### src/logic/cfu_pkg.sv
// Purpose: Constants, register map and opcodes of the compare flag unit.
// Assumes: One core clock, synchronous active-high reset.
// Notes: Included by every design file of the compare flag unit except the subtractor.
//
// Behaviour
// - The 16-bit half compare uses pattern 0101 010A LLLL LLLL, bit A picks the half, and it takes one cycle.
// - The 16-bit half compare sets flags on half minus memory word and changes neither.
// - For 16-bit compares the negative flag shows the sign of the exact, unwrapped difference.
// - Every compare sets the zero flag when its difference is zero and clears it otherwise.
// - Subtracting compares clear carry on a borrow and set it when there is none.
// - A compare after a repeat instruction clears the repeat counter and runs only once.
// - The memory-immediate compare subtracts a signed 16-bit constant from the memory word for flags only.
// - The 64-bit zero test uses opcode 0101 0110 0101 1110, takes one cycle and acts only with the object compatibility bit at one.
// - In the 64-bit test the negative flag is accumulator bit 31 exclusive-or overflow.
// - In the 64-bit test the zero flag is set only when all 64 joined bits are zero.
// - Each 64-bit test clears overflow after using it for the sign.
// - The byte compare subtracts the zero-extended low opcode byte from the chosen half in one cycle.
// - The 32-bit compare subtracts a 32-bit memory word from the accumulator in one cycle, changing neither.

package cfu_pkg;

	localparam int ADR_BITS = 5;

	// Word-aligned byte offsets of the register file.
	localparam logic [4:0] OFS_ACC = 5'h00;
	localparam logic [4:0] OFS_PROD = 5'h04;
	localparam logic [4:0] OFS_STATUS = 5'h08;
	localparam logic [4:0] OFS_MODE = 5'h0c;
	localparam logic [4:0] OFS_REPEAT = 5'h10;

	// Status field positions.
	localparam int ST_C = 0;
	localparam int ST_Z = 1;
	localparam int ST_N = 2;
	localparam int ST_V = 3;
	localparam int ST_TC = 4;
	localparam int ST_W = 5;

	localparam logic [31:0] ACC_RST = 32'h0000_0000;
	localparam logic [31:0] PROD_RST = 32'h0000_0000;
	localparam logic [4:0] STATUS_RST = 5'h00;
	localparam logic MODE_RST = 1'b0;
	localparam logic [15:0] REPEAT_RST = 16'h0000;

	// Opcode fields.
	localparam logic [6:0] OPC_CMP16 = 7'h2a;
	localparam logic [6:0] OPC_COMPARE_BYTE_IMM = 7'h29;
	localparam logic [7:0] OPC_CMP32 = 8'h0f;
	localparam logic [15:0] OPC_TEST64 = 16'h565e;
	localparam logic [15:0] OPC_MEMIMM = 16'h0008;
	localparam int HALF_BIT = 8;

	function automatic logic [31:0] cfu_merge(input logic [31:0] old_v,
		input logic [31:0] new_v, input logic [3:0] sel);
		logic [31:0] r;
		r = old_v;
		for (int i = 0; i < 4; i++)
		begin
			if (sel[i])
			begin
				r[i*8 +: 8] = new_v[i*8 +: 8];
			end
		end
		return r;
	endfunction

endpackage

### src/logic/cfu_subtract.sv
// Purpose: Flag-only subtractor with exact sign, zero and no-borrow.
// Assumes: Operands are two's complement for the sign, unsigned for carry.
// Notes: The extra top bit keeps the sign correct when W bits would wrap.
`timescale 1ns/1ns

module cfu_subtract #(
	parameter int W = 16
) (
	input wire logic [W-1:0] a,
	input wire logic [W-1:0] b,
	output logic neg,
	output logic zero,
	output logic carry
);
	if (W < 2)
	begin : g_chk
		$error("cfu_subtract needs W of at least 2");
	end

	logic [W:0] sdiff;
	logic [W:0] udiff;

	assign sdiff = {a[W-1], a} - {b[W-1], b};
	assign udiff = {1'b0, a} - {1'b0, b};
	assign neg = sdiff[W];
	assign zero = (sdiff[W-1:0] == '0);
	assign carry = ~udiff[W];

endmodule // cfu_subtract

### src/logic/cfu_wb_slave.sv
// Purpose: Classic Wishbone decode, acknowledge and read-back mux.
// Assumes: Single classic cycles; the master holds the request until ack.
// Notes: Unmapped offsets acknowledge, read zero and ignore writes.
`timescale 1ns/1ns

module cfu_wb_slave
	import cfu_pkg::*;
#(
	parameter int ADR_W = 5
) (
	input wire logic clk,
	input wire logic reset,
	input wire logic wb_cyc_i,
	input wire logic wb_stb_i,
	input wire logic wb_we_i,
	input wire logic [ADR_W-1:0] wb_adr_i,
	input wire logic [31:0] acc_v,
	input wire logic [31:0] prod_v,
	input wire logic [ST_W-1:0] stat_v,
	input wire logic mode_v,
	input wire logic [15:0] rpt_v,
	output logic wr_acc,
	output logic wr_prod,
	output logic wr_stat,
	output logic wr_mode,
	output logic wr_rpt,
	output logic wb_ack_o,
	output logic [31:0] wb_dat_o
);
	logic ack_q;
	logic [31:0] dat_q;
	wire take = wb_cyc_i & wb_stb_i & ~ack_q;
	wire [4:0] ofs = {wb_adr_i[4:2], 2'b00};
	// Only address bits above the five offset bits must be clear; bit 4
	// itself selects the repeat counter and must not be masked.
	wire hi_zero = ((wb_adr_i >> 5) == '0);
	wire hit_acc = hi_zero & (ofs == OFS_ACC);
	wire hit_prod = hi_zero & (ofs == OFS_PROD);
	wire hit_stat = hi_zero & (ofs == OFS_STATUS);
	wire hit_mode = hi_zero & (ofs == OFS_MODE);
	wire hit_rpt = hi_zero & (ofs == OFS_REPEAT);
	wire [31:0] rd_mux =
		hit_acc ? acc_v :
		hit_prod ? prod_v :
		hit_stat ? {27'h000_0000, stat_v} :
		hit_mode ? {31'h0000_0000, mode_v} :
		hit_rpt ? {16'h0000, rpt_v} : 32'h0000_0000;

	assign wr_acc = take & wb_we_i & hit_acc;
	assign wr_prod = take & wb_we_i & hit_prod;
	assign wr_stat = take & wb_we_i & hit_stat;
	assign wr_mode = take & wb_we_i & hit_mode;
	assign wr_rpt = take & wb_we_i & hit_rpt;
	assign wb_ack_o = ack_q;
	assign wb_dat_o = dat_q;

	always_ff @(posedge clk)
	begin
		if (reset)
		begin
			ack_q <= 1'b0;
			dat_q <= 32'h0000_0000;
		end
		else
		begin
			ack_q <= take;
			dat_q <= take ? rd_mux : 32'h0000_0000;
		end
	end

endmodule // cfu_wb_slave

### src/logic/cfu_compare_flag_unit.sv
// Purpose: Compare datapath that sets N, Z, C and V from decoded compares.
// Assumes: instr_valid is a one-cycle strobe with opcode and operands.
// Notes: Operands are never written back; only status and the repeat counter change.
//
// Our own choices: the register addresses and the Wishbone register port.
`timescale 1ns/1ns

module cfu_compare_flag_unit
	import cfu_pkg::*;
#(
	parameter int ADR_W = 5
) (
	input wire logic clk,
	input wire logic reset,
	input wire logic wb_cyc_i,
	input wire logic wb_stb_i,
	input wire logic wb_we_i,
	input wire logic [ADR_W-1:0] wb_adr_i,
	input wire logic [3:0] wb_sel_i,
	input wire logic [31:0] wb_dat_i,
	output logic wb_ack_o,
	output logic [31:0] wb_dat_o,
	input wire logic instr_valid,
	input wire logic [15:0] instr_opcode,
	input wire logic [15:0] instr_imm16,
	input wire logic [15:0] operand16_location,
	input wire logic [31:0] operand32_location,
	output logic [ST_W-1:0] status_o,
	output logic object_compat_bit,
	output logic [15:0] repeat_counter,
	output logic done_o,
	output logic illegal_o
);
	if (ADR_W < ADR_BITS)
	begin : g_chk
		$error("cfu_compare_flag_unit needs ADR_W of at least 5");
	end

	logic [31:0] acc_q;
	logic [31:0] prod_q;
	logic [ST_W-1:0] stat_q;
	logic [ST_W-1:0] stat_d;
	logic mode_q;
	logic [15:0] rpt_q;
	logic done_q;
	logic illegal_q;
	logic wr_acc;
	logic wr_prod;
	logic wr_stat;
	logic wr_mode;
	logic wr_rpt;
	logic n16;
	logic z16;
	logic c16;
	logic n32;
	logic z32;
	logic c32;

	// Instruction decode.
	wire is16 = instr_valid & (instr_opcode[15:9] == OPC_CMP16);
	wire isb = instr_valid & (instr_opcode[15:9] == OPC_COMPARE_BYTE_IMM);
	wire is32 = instr_valid & (instr_opcode[15:8] == OPC_CMP32);
	wire ismi = instr_valid & (instr_opcode == OPC_MEMIMM);
	wire hit64 = instr_valid & (instr_opcode == OPC_TEST64);
	wire is64 = hit64 & mode_q;
	wire bad64 = hit64 & ~mode_q;
	wire use16 = is16 | isb | ismi;
	wire exec = use16 | is32 | is64;

	// Operand selection; the chosen half is read, never written.
	wire [15:0] upper_half_reg = acc_q[31:16];
	wire [15:0] lower_half_reg = acc_q[15:0];
	wire [15:0] chosen_half =
		instr_opcode[HALF_BIT] ? upper_half_reg : lower_half_reg;
	wire [15:0] byte_imm = {8'h00, instr_opcode[7:0]};
	wire [15:0] a16 = ismi ? operand16_location : chosen_half;
	wire [15:0] b16 =
		ismi ? instr_imm16 :
		isb ? byte_imm : operand16_location;
	wire [63:0] joined_64_value = {acc_q, prod_q};
	wire neg64 = acc_q[31] ^ stat_q[ST_V];
	wire zero64 = (joined_64_value == 64'h0000_0000_0000_0000);

	cfu_subtract #(
		.W(16)
	) u_sub16 (
		.a(a16),
		.b(b16),
		.neg(n16),
		.zero(z16),
		.carry(c16)
	);

	cfu_subtract #(
		.W(32)
	) u_sub32 (
		.a(acc_q),
		.b(operand32_location),
		.neg(n32),
		.zero(z32),
		.carry(c32)
	);

	cfu_wb_slave #(
		.ADR_W(ADR_W)
	) u_wb (
		.clk(clk),
		.reset(reset),
		.wb_cyc_i(wb_cyc_i),
		.wb_stb_i(wb_stb_i),
		.wb_we_i(wb_we_i),
		.wb_adr_i(wb_adr_i),
		.acc_v(acc_q),
		.prod_v(prod_q),
		.stat_v(stat_q),
		.mode_v(mode_q),
		.rpt_v(rpt_q),
		.wr_acc(wr_acc),
		.wr_prod(wr_prod),
		.wr_stat(wr_stat),
		.wr_mode(wr_mode),
		.wr_rpt(wr_rpt),
		.wb_ack_o(wb_ack_o),
		.wb_dat_o(wb_dat_o)
	);

	wire [31:0] stat_wr = cfu_merge({27'h000_0000, stat_q}, wb_dat_i,
		wb_sel_i);

	// Flag update. A compare in the same cycle as a software write to
	// status wins for the bits it names, so no hardware result is lost.
	always_comb
	begin
		stat_d = stat_q;
		if (wr_stat)
		begin
			stat_d = stat_wr[ST_W-1:0];
		end
		if (use16)
		begin
			stat_d[ST_N] = n16;
			stat_d[ST_Z] = z16;
			stat_d[ST_C] = c16;
		end
		else if (is32)
		begin
			stat_d[ST_N] = n32;
			stat_d[ST_Z] = z32;
			stat_d[ST_C] = c32;
		end
		else if (is64)
		begin
			stat_d[ST_N] = neg64;
			stat_d[ST_Z] = zero64;
			stat_d[ST_V] = 1'b0;
		end
	end

	always_ff @(posedge clk)
	begin
		if (reset)
		begin
			stat_q <= STATUS_RST;
			done_q <= 1'b0;
			illegal_q <= 1'b0;
		end
		else
		begin
			stat_q <= stat_d;
			done_q <= exec;
			illegal_q <= bad64;
		end
	end

	// Accumulator and product change only by software writes.
	always_ff @(posedge clk)
	begin
		if (reset)
		begin
			acc_q <= ACC_RST;
			prod_q <= PROD_RST;
			mode_q <= MODE_RST;
		end
		else
		begin
			if (wr_acc)
			begin
				acc_q <= cfu_merge(acc_q, wb_dat_i, wb_sel_i);
			end
			if (wr_prod)
			begin
				prod_q <= cfu_merge(prod_q, wb_dat_i, wb_sel_i);
			end
			if (wr_mode & wb_sel_i[0])
			begin
				mode_q <= wb_dat_i[0];
			end
		end
	end

	// A compare is never repeated: it runs once and empties the counter.
	wire [31:0] rpt_wr = cfu_merge({16'h0000, rpt_q}, wb_dat_i, wb_sel_i);

	always_ff @(posedge clk)
	begin
		if (reset)
		begin
			rpt_q <= REPEAT_RST;
		end
		else if (exec)
		begin
			rpt_q <= REPEAT_RST;
		end
		else if (wr_rpt)
		begin
			rpt_q <= rpt_wr[15:0];
		end
	end

	assign status_o = stat_q;
	assign object_compat_bit = mode_q;
	assign repeat_counter = rpt_q;
	assign done_o = done_q;
	assign illegal_o = illegal_q;

	// Checking helpers, computed independently of the subtractors.
	wire lt16 = ($signed(a16) < $signed(b16));
	wire ge16 = (a16 >= b16);
	wire lt32 = ($signed(acc_q) < $signed(operand32_location));
	wire ge32 = (acc_q >= operand32_location);
endmodule // cfu_compare_flag_unit

### config.mk
export PLATFORM = sky130hd
export DESIGN_NAME = cfu_compare_flag_unit
export DESIGN_NICKNAME = d
export VERILOG_FILES = /design/src/logic/cfu_pkg.sv /design/src/logic/cfu_subtract.sv /design/src/logic/cfu_wb_slave.sv /design/src/logic/cfu_compare_flag_unit.sv
export SDC_FILE = /design/constraint.sdc
export NUM_CORES = 1
export LEC_CHECK = 0
export ABC_AREA = 0
export BUFFER_PORTS_ARGS = -buffer_cell sky130_fd_sc_hd__buf_4
export CAP_MARGIN = 20
export CELL_PAD_IN_SITES_DETAIL_PLACEMENT = 1
export CELL_PAD_IN_SITES_GLOBAL_PLACEMENT = 2
export CORE_ASPECT_RATIO = 0.75
export CORE_UTILIZATION = 31
export CTS_CLUSTER_DIAMETER = 80
export DETAILED_ROUTE_END_ITERATION = 10
export GPL_TIMING_DRIVEN = 0
export PLACE_DENSITY = 0.81
export REMOVE_ABC_BUFFERS = 1
export SYNTH_ARGS = -nofsm -noshare
export SYNTH_HDL_FRONTEND = slang
export SYNTH_SLANG_ARGS = --single-unit
### constraint.sdc
create_clock -name clk -period 4.9 [get_ports clk]
set_input_delay 0.245 -clock clk [delete_from_list [all_inputs] [get_ports clk]]
set_output_delay 0.245 -clock clk [all_outputs]
set_load 0.005 [all_outputs]
* Yosys cells after proc, flatten, opt, wreduce, memory -nomap -nowiden
Cells that the tools add are included. W data, S select, Z words.
Storage, ports and cells: flip-flop bits (word level) 121, input port bits 127, output and inout bits 57
Operators by class: add/sub/neg operators 4, eq/ne operators 9, multiplexer cells 17, bitwise gates (word level) 26, reductions and logical operators 23
Operators by type and width (count):
- $mux W32 | 4
- $mux W16 | 5
- $sub A32 B32 Y33 | 2
- $logic_not A64 Y1 | 1
- $sub A16 B16 Y17 | 2
- $logic_not A32 Y1 | 1
- $reduce_and A2 Y1 | 13
- $and A1 B1 Y1 | 16
- $eq A16 B15 Y1 const B | 1
- $eq A16 B4 Y1 const B | 1
- $logic_not A16 Y1 | 1
- $eq A7 B6 Y1 const B | 2
- $eq A8 B4 Y1 const B | 1
- $mux W4 | 2
- $reduce_bool A4 Y1 | 2
- $eq A3 B2 Y1 const B | 2
- $mux W3 | 2
- $reduce_bool A3 Y1 | 2
- $logic_not A5 Y1 | 1
- $not A1 Y1 | 5
- $or A1 B1 Y1 | 4
- $reduce_or A2 Y1 | 2
- $eq A3 B1 Y1 const B | 1
- $eq A3 B3 Y1 const B | 1
- 3 further kinds | 5

* Logic depth before layout (Yosys ltp)
Gate-level depths: netlist of run 1.
depth after elaboration 8, gate-level depth with buffers 18, depth with buffers taken out 17

* Cells and area by module
From an unflattened synthesis of run 1, not the netlist that was laid out.
Second synthesis, totals: cell total of the unflattened synthesis 1208, area total of the unflattened synthesis 8966.1 sq um
By module, submodules not included:
- cfu_compare_flag_unit | instances 1, cells each 556, area an instance 4234.1 sq um, seq. area each 1761.7 sq um
- cfu_subtract at u_sub32 | instances 1, cells each 338, area an instance 2177.1 sq um, seq. area each 0.0 sq um
- cfu_wb_slave | instances 1, cells each 176, area an instance 1566.5 sq um, seq. area each 660.6 sq um
- cfu_subtract at u_sub16 | instances 1, cells each 138, area an instance 988.4 sq um, seq. area each 0.0 sq um

* Worst setup path after synthesis of run 1
No wires, ideal clock.
path type input-to-reg, from input instr_opcode[13], to register stat_q[2] (netlist: status_o[2]), library setup time 86 ps, arrival 3759 ps, data required time 4814 ps, path slack 1056 ps, cell stages on the path 18, path buffers 2, path through or4_4 nor2_1 nand3_1 clkbuf_1 clkbuf_1 nor2_1 a21oi_1 ha_1 and3_1 a221oi_1 a21oi_1 o211ai_1 a21boi_0 o21ai_0 nand2_1 a2111oi_0 a21oi_1 a211oi_1
Between the ends: word-level cells in the longest chain between the ends 6
Ends and longest elaborated chain:
- start, declared | line cfu_compare_flag_unit.sv:24 | input wire logic [15:0] instr_opcode,
- $eq A7 B6 Y1 (tied with other cells) | line cfu_compare_flag_unit.sv:61 | wire isb = instr_valid & (instr_opcode[15:9] == OPC_COMPARE_BYTE_IMM);
- $and A1 B1 Y1 (on tied branches) | line cfu_compare_flag_unit.sv:61, cfu_compare_flag_unit.sv:60, cfu_compare_flag_unit.sv:64
- $mux W16 (tied with other cells) | line cfu_compare_flag_unit.sv:79 | isb ? byte_imm : operand16_location;
- $mux W16 (tied with other cells) | line cfu_compare_flag_unit.sv:78 | ismi ? instr_imm16 :
- $sub A16 B16 Y17 (tied with other cells) | line cfu_subtract.sv:23 | assign sdiff = {a[W-1], a} - {b[W-1], b};
- $mux W3 / $reduce_and A2 Y1 (equally long branches)
- end signal, assigned | line cfu_compare_flag_unit.sv:169 | stat_q <= stat_d;
- end, declared | line cfu_compare_flag_unit.sv:41 | logic [ST_W-1:0] stat_q;
Parallel ways exist; a longest one is shown, timed or not. A chain may end at the register's enable or synchronous reset.

* Final worst setup path of run 1
from input instr_opcode[8], to register stat_q[2] (netlist: status_o[2])
Between the ends: word-level cells in the longest chain between the ends 6
Ends and longest elaborated chain:
- branches (longest 6 deep; another with $sub A16 B16 Y17)
Several ways; the timed one is not identified.

==> results.md, run 1 <==
Critical path:
- The critical path arrival is ~4.7 ns.
- The capture point of the worst reg-to-reg path is status_o[2].
- The critical path is of the input pin to flop type.
- The most critical setup path has its startpoint at instr_opcode[8].
- The type of destination of the critical path is a flop.
- Data on the critical path is required at its endpoint by ~5.2 ns.
- The slack of the worst reg-to-reg path is ~1.3 ns.
- The worst setup path is launched from an input pin.
- The critical path ends at status_o[2].
- The depth of the worst register-to-register path is 13.
- In this run the critical register-to-register path is launched from acc_q[22].
- Along the worst path, the maximum fanout reaches 46.

Timing:
- Clock skew on the completed layout was measured at 0.00906 ns.
- Subtracting the final worst setup slack from the clock period gives 4.38 ns.
- Setup violations remaining at the end of the flow were counted as 0.
- At the pin with the least slew margin, the transition time is 0.990 ns.
- Setup repair after global routing left no endpoint under its margin.
- Setup total negative slack on the finished layout was measured at 0 ns.
- Of the available clock period, the critical path in the final layout requires 0.895.
- The number of hold violations in the final report is 0.
- The number of max-slew violations in the final report is 0.
- The tightest slew margin relative to the limit is 0.339.
- The setup slack of the critical path after layout is 0.516 ns.
- The timing-limited maximum frequency is between 200 and 250 MHz.

Global routing:
- Across every metal layer, demand over resource in global routing totals 0.233.
- The first global-routing pass estimated 47900 um of wire.
- The sum of overflow across all layers after global routing is 0.
- The pin count of the biggest net entering global routing is 76.
- The via count of the first global-routing pass was a little over 8000.
- The initial antenna violation count is 1.

Clock network:
- The total setup buffers inserted after CTS is 0.
- Counting the buffers created by CTS gives 17.
- After clock tree synthesis, the clock-pin slew on the worst setup and hold paths is 0.06 ns.
- The clock drives about 120 sinks.
- The number of instances resized during post-cts repair is 0.
- After clock tree synthesis, the flow added hold-fix buffers numbering 0.
- The number of levels in the clock H-tree is 4.
- The insertion delay to the later sink of the worst-skew pair is about 0.40 ns.
- The clock passes through at most 2 buffers.
- In this run the clock root is driven by a clkbuf_16.
- TritonCTS built the clock tree.

Routing:
- For this block, the routed nets add up to ~32000 um of wire.
- The number of nets still failing antenna checks after routing is 0.
- The count of TritonRoute iterations in the first routing pass is 5.
- The vias per cell is between 5 and 6.
- The routed wire length per instance is just over 20 um.
- The total vias in the final route is about 8400.
- After detailed routing, the number of remaining DRC violations is 0.
- The first routing iteration left about 570 violations.

Die:
- In this run the standard cell core region covers around 25000 um2.
- The total die area is 26800 um2.
- In this run the horizontal extent of the chip is roughly 190 um.
- The initial utilization of the core area, before any placement, comes to 0.320.
- During I/O placement, the number of pins put on the boundary was around 180.
- From bottom edge to top edge, the die measures about 140 um.
- Row generation in the floorplan step produced 50 rows.

Synthesis:
- The mapped netlist covers around 8100 um2.
- The synthesized design contains around 120 register bits.
- The cell taking the most area after synthesis is dfxtp_1.
- In the synthesized netlist the dominant register cell turns out to be dfxtp_1.
- Synthesis produced a netlist whose cell count is 1038.
- The async set or reset register ratio after synthesis is 0.
- The count of flip-flops with a built-in enable after synthesis is 0.
- The number of warning messages in the yosys log is 0.
- After synthesis, the netlist uses 61 different library cells.
- In this run the mean area of a mapped cell was a little under 8 um2.
- The fraction of post-synthesis cell area in the top cell type by area is 0.299.
- After synthesis, the cell types taking the most area are dfxtp_1 30%, mux2i_1 14%, ha_1 7.4%.
- The portion of the post-synthesis area used by sequential elements is 0.299.

Finish:
- In the final design database the tool counted ~1400 nets.
- The filler cells instantiated in the layout total 3080.
- The area growth from synthesis to layout is 28.5%.
- In the final layout, the share of cells above drive strength 1 is 0.192.

Placement:
- In this run the tool buffered the top-level ports with 181 buffer cells.
- Summed over all nets, the half-perimeter wirelength after detailed placement is around 25000 um.
- The routability congestion estimate from global placement is 0.886.
- OpenSTA, run right after detailed placement, puts the worst setup slack at -0.180 ns.

Job:
- The number of max-cap violations is 0.

Pwr:
- VDD sags by at most around 0.27 mV.
- In this run the power density over the cells is 259 nW/um2.
- Summed over all cells, the static leakage comes to approximately 4.6 nW.

Worst hold path:
- The path class of the tightest hold or removal check is input pin to flop.

Run status:
- The run finished with clean final reports.
## cell type report
cell class	instances	area [um2]	area share
Timing Repair Buffer	186	1430	0.137
Inverter	47	176	0.0170
Clock buffer	19	443	0.0426
Antenna cell	2	5.00	0.000481
Tap cell	338	423	0.0407
Clock inverter	13	219	0.0211
Sequential cell	121	2420	0.233
Multi-Input combinational cell	813	5280	0.508
## placed cells by master (no fill, tap or decap), types with 11 or more instances in the layout
cell / n
nand3_1: 36
and3_1: 21
nor2_1: 154
o21ai_0: 40
clkbuf_16: 17
nand2_1: 79
mux2i_1: 114
ha_1: 48
a21oi_1: 104
nand4_1: 19
dfxtp_1: 121
nor3_1: 11
inv_1: 47
nor4_1: 28
buf_4: 184
nand2b_1: 14
## power by group
group | switching (mW) | internal [mW] | total (mW)
registers | 0.00496 | 0.987 | 0.992
clock network | 0.484 | 0.923 | 1.41
logic | 0.164 | 0.134 | 0.297
total | 0.652 | 2.04 | 2.70
## worst min path at each step
stage,startpoint,endpoint,cells after the start
after detailed placement,prod_q[29],prod_q[29],2
after global routing,wb_dat_i[13],prod_q[13],3
after global placement,prod_q[28],prod_q[28],2
final,wb_dat_i[18],acc_q[18],3
after CTS,wb_dat_i[17],acc_q[17],3
after floorplan,reset,prod_q[0],1
## synth_stat cells, types with 8 or more instances
master       n
a31oi_1     10
ha_1        48
o21ai_0     40
nand4_1     19
xnor2_1      9
clkbuf_1    47
nand2b_1    14
nor2_1     154
a21oi_1    104
nand3_1     37
nor2b_1      8
and3_1      21
o2111ai_1    8
inv_1       47
o21a_1       8
o211ai_1    10
nor3_1      11
nor4_1      28
nand2_1     79
dfxtp_1    121
mux2i_1    114
## state kept, by name (all words and copies together) (netlist names)
register           cells
done_o                 1
status_o               5
u_wb.wb_ack_o          1
u_wb.wb_dat_o         32
prod_q                32
acc_q                 32
illegal_o              1
repeat_counter        16
object_compat_bit      1
## kinds of logic (layout without fill, tap and decap cells)
group,Yosys count,after routing,synth area share
other,0,2,0
muxes,117,117,0.145
DFF,121,121,0.299
AOI/OAI and AO/OA,230,230,0.177
adders and majority gates,48,48,0.0742
xor gates and xnor gates,10,10,0.0108
and+or+nand+nor,408,408,0.245
buffers and inverters,104,265,0.0487
## worst max-delay path, stage by stage
cell	delay, ns
buf_4	0.21
nor4_1	0.68
nand3_2	0.39
buf_12	0.30
o21ai_0	0.26
ha_1	0.33
and3_1	0.20
a221oi_1	0.36
a21oi_1	0.16
o211ai_1	0.25
a21boi_0	0.13
o21ai_0	0.32
nand2_1	0.12
a2111oi_0	0.40
a21oi_1	0.07
a211oi_1	0.26
## per-layer routing
layer | share of wire | vias up | global-route usage
li1 | - | 4068 | -
met5 | 0 | - | 0
met4 | 0.0044 | 0 | 0.0314
met3 | 0.067 | 11 | 0.0537
met2 | 0.43 | 237 | 0.355
met1 | 0.50 | 4070 | 0.338
## metrics by stage
step	utilization	cells	cell area (um2)	hold slack (ns)	power [mW]
2_1_floorplan	-	981	7870	0.314	1.14
5_1_grt	0.411	1537	10400	0.0994	2.79
6_report	0.411	1539	10400	0.104	2.70
3_5_place_dp	0.383	1501	9680	0.467	1.31
3_3_place_gp	0.382	1500	9650	0.460	1.30
4_1_cts	0.409	1533	10300	0.0921	2.71
Note: power is estimated with default switching activity, not from simulation.
==> inputs of run 2 (changes only) <==
Settings changed: ABC_AREA 0 to 1, CORE_UTILIZATION 31 to 29, PLACE_DENSITY 0.81 to 0.83.
==> run 2 against run 1 <==
Critical path depth up 3. Clock power shrank 18%. Critical endpoint is now status_o[1]. Sequential cell count did not move. Hold slack got worse by 0.072 ns. Clock skew down 0.0011 ns. Largest power group unchanged. Worst setup slack better by 1.1 ns. Non-clock buffer count shrank 2.
==> results.md, run 2 <==
Die:
- The total number of placement rows is 55 (+10%).
- The die outline width is 205 um (+8.6%).
- The total core area was 30200 um2 (+20%).
- The starting density of the core was 0.296 (-0.0241).
- The total die area is 31500 um2 (+18%).
- The number of top-level design ports is 184 (unchanged).
- The die extent in y came to 154 um (+8.6%).

Pwr:
- The power density over the cells is 226 nW/um2 (-13%).
- The leakage power was 5.60 nW (+22%).
- The worst-case vdd ir drop is 0.200 mV (-25%).

Finish:
- The final core area utilization is 0.373 (-0.0383).
- The number of nets in the finished design came to 1832 (+35%).
- In the layout the commonest cells are 423 x nand2_1, 194 x nor2_1, 183 x inv_1, 181 x buf_4, 121 x dfxtp_1.
- The final cell area excluding filler cells is 11300 um2 (+8.4%).
- The growth of design area from synthesis to finish is 26.0%.
- The final antenna diode count was 0 (-2).
- The most frequent standard cell in the layout excluding fill and tap cells is nand2_1.
- The share of post-route cells with drive strength above 1 is 0.168 (-0.0242).
- The filler-free cell count of the finished design is 2069 (+34%).

Synthesis:
- The xor and xnor area share after synthesis is 0.00686 (-0.00397).
- The synthesized-area fraction occupied by ao, oa, aoi and oai cells is 0.170 (-0.00677).
- The arithmetic-cell share of the synthesized area counting full adders, half adders and majority gates is 0.0672 (-0.00708).
- The mean area per synthesized cell came to 6.01 um2 (-23%).
- The portion of the post-synthesis area used by sequential elements is 0.271 (-0.0285).
- Sorting the synthesized cells by how often they occur yields 423 x nand2_1, 195 x nor2_1, 184 x inv_1.
- The register bit total from synthesis is 121 (unchanged).
- The count of flip-flops with a built-in enable after synthesis is 0 (unchanged).
- The largest family of logic cells by synthesized area is simple AND/OR/NAND/NOR gates.
- Yosys attributes the largest share of cell area to dfxtp_1 27%, nand2_1 18%, nor2_1 8.2%.
- The async set or reset register ratio after synthesis is 0 (unchanged).
- The number of unique standard cell types used by synthesis was 47 (-23%).
- The cell taking the most area after synthesis is dfxtp_1.
- The mux cell area share after synthesis came to 0.00238 (-0.143).
- The most used standard cell by instance count after synthesis is nand2_1.
- The post-synthesis cell area is 8940 um2 (+11%).
- The cell count after synthesis was 1487 (+43%).
- The simple-gate share of the synthesized area is 0.378 (+0.134).
- The number of warning messages in the yosys log came to 0 (unchanged).
- The fraction of post-synthesis cell area in the top cell type by area is 0.271 (-0.0285).
- In the synthesized netlist the dominant register cell turns out to be dfxtp_1.

Clock network:
- The number of buffers added to fix hold violations after cts came to 0 (unchanged).
- The insertion delay to the later sink of the worst-skew pair came to 0.42 ns (+0.02 ns).
- The number of instances resized during post-cts repair came to 0 (unchanged).
- The sink count of the clock tree is 121 (unchanged).
- The total setup buffers inserted after CTS came to 0 (unchanged).
- The clock-pin slew on the worst setup and hold paths came to 0.06 ns (about the same).
- The deepest clock path buffer count is 2 (unchanged).
- TritonCTS built the clock tree.
- The number of buffers created by CTS is 17 (unchanged).
- The number of levels in the clock H-tree came to 4 (unchanged).
- The clock tree root driver cell is clkbuf_16.

Timing:
- The final setup TNS is 0 ns (unchanged).
- The transition at the pin with the smallest max-transition slack came to 0.917 ns (-0.0724 ns).
- The number of hold violations in the final report came to 0 (unchanged).
- The setup violation total in the final timing report is 0 (unchanged).
- The worst clock skew is 0.00795 ns (-0.00111 ns).
- The number of max-slew violations in the final report is 0 (unchanged).
- The final critical path time including I/O delays and setup is 3.32 ns (-1.06 ns).
- Setup repair after global routing left no endpoint under its margin.
- The timing-limited maximum frequency is 301 MHz (+32%).
- The tightest slew margin relative to the limit is 0.387 (+0.0482).
- The fraction of the cycle the final worst path needs is 0.678 (-0.216).

Job:
- The number of max-cap violations is 0 (unchanged).

Worst hold path:
- The type of the most critical hold path is input pin to flop.

Critical path:
- STA classifies the critical path endpoint as a flop.
- The slowest cell on the critical path is nand3_1.
- The critical path arrival came to 3.68 ns (-1.01 ns).
- The critical-path maximum fanout is 28 (-39%).
- Traced cell by cell, the critical path runs through buf_4 > nor4_1 > nand3_1 > a31o_2 > ha_1 > nand2_1 > nand2_1 > nand2_1 > nand2_1 > nand2_1 > nand2_1 > nand2_1 > nor2_1 > nand4_1 > nor2_1 > nand4_1 > nor2_1 > nor2_1 > a21oi_1.
- The critical setup path kind is input pin to flop.
- The delay of the slowest critical-path stage came to 0.47 ns (-0.21 ns).
- The critical path data required time is 5.25 ns (+0.05 ns).
- In this design, the critical path's most frequently occurring cell is nand2_1.
- The startpoint kind of the worst setup timing path is an input pin.

Global routing:
- The sum of overflow across all layers after global routing is 0 (unchanged).
- The first-pass GRT wire length is 57600 um (+20%).
- The met3 usage is 0.0428 (-0.0109).
- The initial antenna violation count is 0 (-1).
- The global-route usage over all layers is 0.238 (+0.00475).
- The via count of the first global-routing pass is 9980 (+23%).
- The met1 usage came to 0.367 (+0.0287).
- The met2 global-route usage is 0.339 (-0.0162).
- The pin count of the biggest net entering global routing is 38 (-50%).
- The most congested layer reported by global routing is met1.

Routing:
- The total vias in the final route is 10282 (+23%).
- The post-detailed-route DRC marker count is 0 (unchanged).
- The routed wire length per instance is 18.2 um (-12%).
- The initial detailed-routing violation count is 713 (+26%).
- The count of TritonRoute iterations in the first routing pass came to 5 (unchanged).
- The total wire length came to 37700 um (+19%).
- The vias per cell is 4.97 (-8.8%).
- The number of nets still failing antenna checks after routing came to 0 (unchanged).

Placement:
- The cell area after placement is 10700 um2 (+11%).
- The number of buffers added on ports is 181 (unchanged).
- The cell total after placement came to 2037 (+36%).
- The total half-perimeter wirelength after legalization and detailed placement was 30800 um (+25%).
- The routability congestion estimate from global placement is 0.872 (-1.6%).

Run status:
- The run finished with clean final reports.
run 2: critical path, delay by kind of cell:
kind	cells	cell delay [ns]
buffers and inverters	1	0.22
adder cells (fa/ha/maj)	1	0.32
AND/OR/NAND/NOR	15	2.41
AO/OA/AOI/OAI	2	0.49
run 2: metal layers:
layer | wire, um | share of wire
met1 | 20000 | 0.53
met2 | 15200 | 0.40
met3 | 2070 | 0.055
met4 | 419 | 0.011
met5 | 0 | 0
run 2: through the flow:
step / hold slack, ns / setup slack [ns] / total power [mW]
2_1_floorplan: 0.317 / 1.77 / 1.22
5_1_grt: 0.0266 / 1.20 / 2.65
6_report: 0.0319 / 1.58 / 2.54
4_1_cts: 0.0183 / 1.59 / 2.55
3_5_place_dp: 0.461 / 1.16 / 1.41
3_3_place_gp: 0.449 / 0.484 / 1.40
run 2: final cells by class:
cell class / instances / area (um2)
multi-input cells: 1123 / 5600
clock buffers: 18 / 429
repair buffers: 184 / 1430
inverters: 210 / 788
flip-flops and latches: 121 / 2420
well taps: 399 / 499
clock inverters: 14 / 100
fillers: 4019 / 18900
run 2: logic make-up (layout without fill, tap and decap cells):
logic type      count (synthesis)  count (layout)
flops                         121             121
simple gates                  796             796
mux                             2               2
xor+xnor                        7               7
buf+inv                       243             426
compound gates                270             270
fa+ha+maj                      48              48
run 2: path summary, 6_finish.rpt:
check             startpoint                 to  slack, ns  depth (start not counted)
max          instr_opcode[8]        status_o[1]       1.58                         19
min                    reset             done_o       0.03                          2
max reg2reg         acc_q[0]        status_o[1]       1.89                         19
min reg2reg       prod_q[25]  u_wb.wb_dat_o[25]       0.48                          2
run 2: power breakdown:
group / switching, mW / total (mW) / internal (mW) / leakage (nW)
clock: 0.499 / 1.15 / 0.647 / 0.257
sequential: 0.00708 / 0.996 / 0.989 / 0.975
combinational: 0.244 / 0.400 / 0.155 / 4.37
total: 0.751 / 2.54 / 1.79 / 5.60
==> inputs of run 3 (changes only) <==
Settings changed: CORE_UTILIZATION 29 to 26, PLACE_DENSITY 0.83 to 0.79.
Clock period 4.9 ns to 2.8 ns, I/O delays scaled along.
==> run 3 against run 2 <==
The flow now finishes with violations (negative setup slack). Final cell count rose by 4.4%. Via count rose by 2.2%. Combinational power rose by 90%. Critical path depth rose by 4. Sequential power rose by 75%. Critical path type unchanged. Largest power group unchanged.
==> results.md, run 3 (synthesis gave the netlist of run 2 again) <==
Run status:
- The flow ran to the end, but the final reports show violations.
- The checks that failed: negative setup slack.

Die:
- The number of top-level design ports is 184 (unchanged).
- The total core area was 33700 um2 (+11%).
- The total number of placement rows is 58 (+5.5%).
- The starting density of the core came to 0.266 (-0.0304).
- The die extent in y came to 163 um (+5.5%).
- The die outline width is 216 um (+5.6%).
- The total die area came to 35100 um2 (+11%).

Routing:
- The detailed-routed wire length on met3 is 1870 um (-9.8%).
- The initial detailed-routing violation count is 806 (+13%).
- The total wire length is 39100 um (+3.6%).
- The count of TritonRoute iterations in the first routing pass came to 5 (unchanged).
- The post-detailed-route DRC marker count is 0 (unchanged).
- The total vias in the final route is 10508 (+2.2%).
- The number of nets still failing antenna checks after routing is 0 (unchanged).
- The sum of routed wire segments on met1 is 20700 um (+3.5%).
- The routed wire length per instance is 18.1 um (-0.81%).
- The vias per cell is 4.86 (-2.1%).
- The met2 layer wire length in the routed design is 16200 um (+6.0%).
- The highest layer touched by signal routing is met4.

Placement:
- The total half-perimeter wirelength after legalization and detailed placement was 31100 um (+1.2%).
- The routability congestion estimate from global placement was 0.897 (+2.8%).
- The number of buffers added on ports is 181 (unchanged).

Pwr:
- The leakage power is 5.80 nW (+3.5%).
- The worst-case vdd ir drop was 0.268 mV (+34%).
- The total power of the final layout is 4.66 mW (+83%).
- The power density over the cells is 392 nW/um2 (+74%).

Finish:
- In the layout the commonest cells are 411 x nand2_1, 195 x buf_4, 186 x nor2_1, 182 x inv_1, 117 x dfxtp_1.
- The share of post-route cells with drive strength above 1 came to 0.196 (+0.0288).
- Compared with the post-synthesis result, the final layout area differs by 33.0%.
- The final antenna diode count is 0 (unchanged).
- The number of nets in the finished design was 1872 (+2.2%).
- The number of fill cells in the layout came to 4441 (+11%).
- The sequential cell area in the final layout is 2430 um2 (+0.21%).
- The multi-input logic area is 5770 um2 (+3.0%).
- The most frequent standard cell in the layout excluding fill and tap cells is nand2_1.

Global routing:
- The via count of the first global-routing pass is 10264 (+2.8%).
- The first-pass GRT wire length is 58900 um (+2.3%).
- The pin count of the biggest net entering global routing is 37 (-2.6%).
- The sum of overflow across all layers after global routing came to 0 (unchanged).
- The initial antenna violation count is 0 (unchanged).
- The global-route usage over all layers came to 0.217 (-0.0211).

Critical path:
- The critical-path maximum fanout was 6 (-79%).
- Walking the worst path, the cells encountered are buf_4 > nor2_2 > nand2_2 > nor4_4 > buf_4 > nand3_4 > buf_4 > nor2_1 > a21oi_1 > ha_1 > a21oi_2 > nand2_1 > nand2_1 > nand2_1 > nor2_1 > nand2_1 > nor2_2 > nand4_1 > nor2_1 > nand4_1 > nor2_2 > nor2_1 > a21oi_1.
- STA classifies the critical path startpoint as an input pin.
- The critical path data required time is 3.15 ns (-2.10 ns).
- Grouping stages by cell kind, the critical path spends the most delay in simple AND/OR/NAND/NOR gates.
- The endpoint identified for the worst register-to-register timing path is status_o[1].
- The critical path arrival is 3.16 ns (-0.52 ns).
- The slowest cell on the critical path is ha_1.
- The origin of the critical flop-to-flop path is acc_q[8].
- The delay of the slowest critical-path stage was 0.36 ns (-0.11 ns).
- The slack of the worst reg-to-reg path is 0.09 ns (-1.80 ns).
- The worst setup path is captured at a flop.
- The depth of the worst register-to-register path is 14 (-5).
- The worst setup path is of the input pin to flop kind.
- The combined buffer and inverter count along the critical path came to 3 (+2).

Job:
- The number of max-cap violations is 0 (unchanged).

Timing:
- The worst hold slack across all endpoints came to 0.00749 ns (-0.0245 ns).
- The transition at the pin with the smallest max-transition slack is 0.997 ns (+0.0795 ns).
- The number of max-slew violations in the final report is 0 (unchanged).
- In the finished design, the share of the clock period the worst path needs comes to 1.01.
- Setup repair after global routing could not meet its margin everywhere.
- The tightest slew margin relative to the limit is 0.334 (-0.0531).
- The number of hold violations in the final report was 0 (unchanged).
- The worst path in the final design needs a cycle of ~2.8 ns, including I/O delays and setup.
- The worst clock skew is 0.00980 ns (+0.00185 ns).
- The setup slack of the critical path after layout was -0.0155 ns (-1.59 ns).
- For this run, the top clock speed supported by timing is about 360 MHz.
- The setup violation total in the final timing report is 1 (+1).

Clock network:
- The number of levels in the clock H-tree is 4 (unchanged).
- The insertion delay to the later sink of the worst-skew pair is 0.42 ns (about the same).
- The clock tree root driver cell is clkbuf_16.
- The number of buffers created by CTS is 17 (unchanged).
- The sink count of the clock tree is 121 (unchanged).
- The CTS tree is yes.
- The clock-pin slew on the worst setup and hold paths came to 0.06 ns (about the same).
- The deepest clock path buffer count is 2 (unchanged).

Worst hold path:
- The cell depth of the worst hold path is 3 (+1).
- The critical hold path startpoint is wb_dat_i[14].
- The worst hold path belongs to the class input pin to flop.
- The path with the worst hold slack has its endpoint at prod_q[14].
[run 3: cell count changes in the layout (fill, tap and decap cells not counted), sizes merged]
| cell | change |
|---|---|
| bufinv | +1 |
| dlygate4sd3 | +23 |
| nand3 | +1 |
| and2 | +1 |
| clkinvlp | +2 |
| clkbuf | -1 |
| clkinv | -5 |
| inv | +3 |
| buf | +15 |
[run 3: through the flow]
stage,utilization,cell area (um2),worst slack [ns],TNS (ns),std cells
5_1_grt,0.353,11900,-0.254,-0.464,2160
4_1_cts,0.347,11700,0.00880,0,2149
3_5_place_dp,0.321,10800,-0.825,-1.85,2088
6_report,0.353,11900,-0.0155,-0.0155,2160
2_1_floorplan,-,8800,-0.228,-0.358,1454
3_3_place_gp,0.318,10700,-1.46,-61.90,2085
[run 3: worst register-to-register path, stage by stage (launching register included)]
cell	delay (ns)
dfxtp_1	0.50
ha_1	0.35
nand2_2	0.15
inv_2	0.04
a21oi_1	0.30
nor2_1	0.11
nor2_1	0.15
nand2_1	0.11
nand3b_1	0.14
nand3_1	0.10
nand2_1	0.08
nand2_1	0.08
nor2_1	0.15
nand3_1	0.19
a21oi_1	0.19
[run 3: timing repair]
action                                  4_1_cts  5_1_grt
hold buffers                                 22        1
endpoints found under the hold margin        34        1
endpoints found under the setup margin        3        3
pin swaps                                     3       19
setup buffers                                 6        9
gates resized for setup                      18       37
gates cloned                                  1        1
[run 3: layout make-up]
type / instances / area share
clock buffer: 17 / 0.0358
clock inverter: 15 / 0.0119
inverter: 210 / 0.0665
multi-input combinational: 1125 / 0.485
sequential: 121 / 0.204
tap: 450 / 0.0474
timing repair buffer: 222 / 0.149
[run 3: report_power, final]
| part | switching (mW) | total, mW | internal [mW] |
|---|---|---|---|
| Combinational | 0.455 | 0.762 | 0.307 |
| Sequential | 0.0128 | 1.74 | 1.73 |
| Clock | 0.913 | 2.15 | 1.24 |
| Total | 1.38 | 4.66 | 3.27 |
[run 3: per-layer routing]
metal | global-route usage | vias up
met5 | 0 | -
met1 | 0.333 | 4934
met3 | 0.0291 | 26
li1 | - | 5276
met4 | 0.0336 | 0
met2 | 0.321 | 272
[run 3: worst max path at each step]
stage	to	start	depth (start not counted)	slack [ns]
6_report	status_o[1]	instr_opcode[5]	23	-0.02
5_1_grt	status_o[1]	instr_opcode[5]	22	-0.25
4_1_cts	status_o[1]	instr_opcode[8]	20	0.009
3_5_place_dp	status_o[1]	instr_opcode[8]	19	-0.82
3_3_place_gp	status_o[1]	instr_opcode[8]	18	-1.46
2_1_floorplan	status_o[1]	instr_valid	21	-0.23
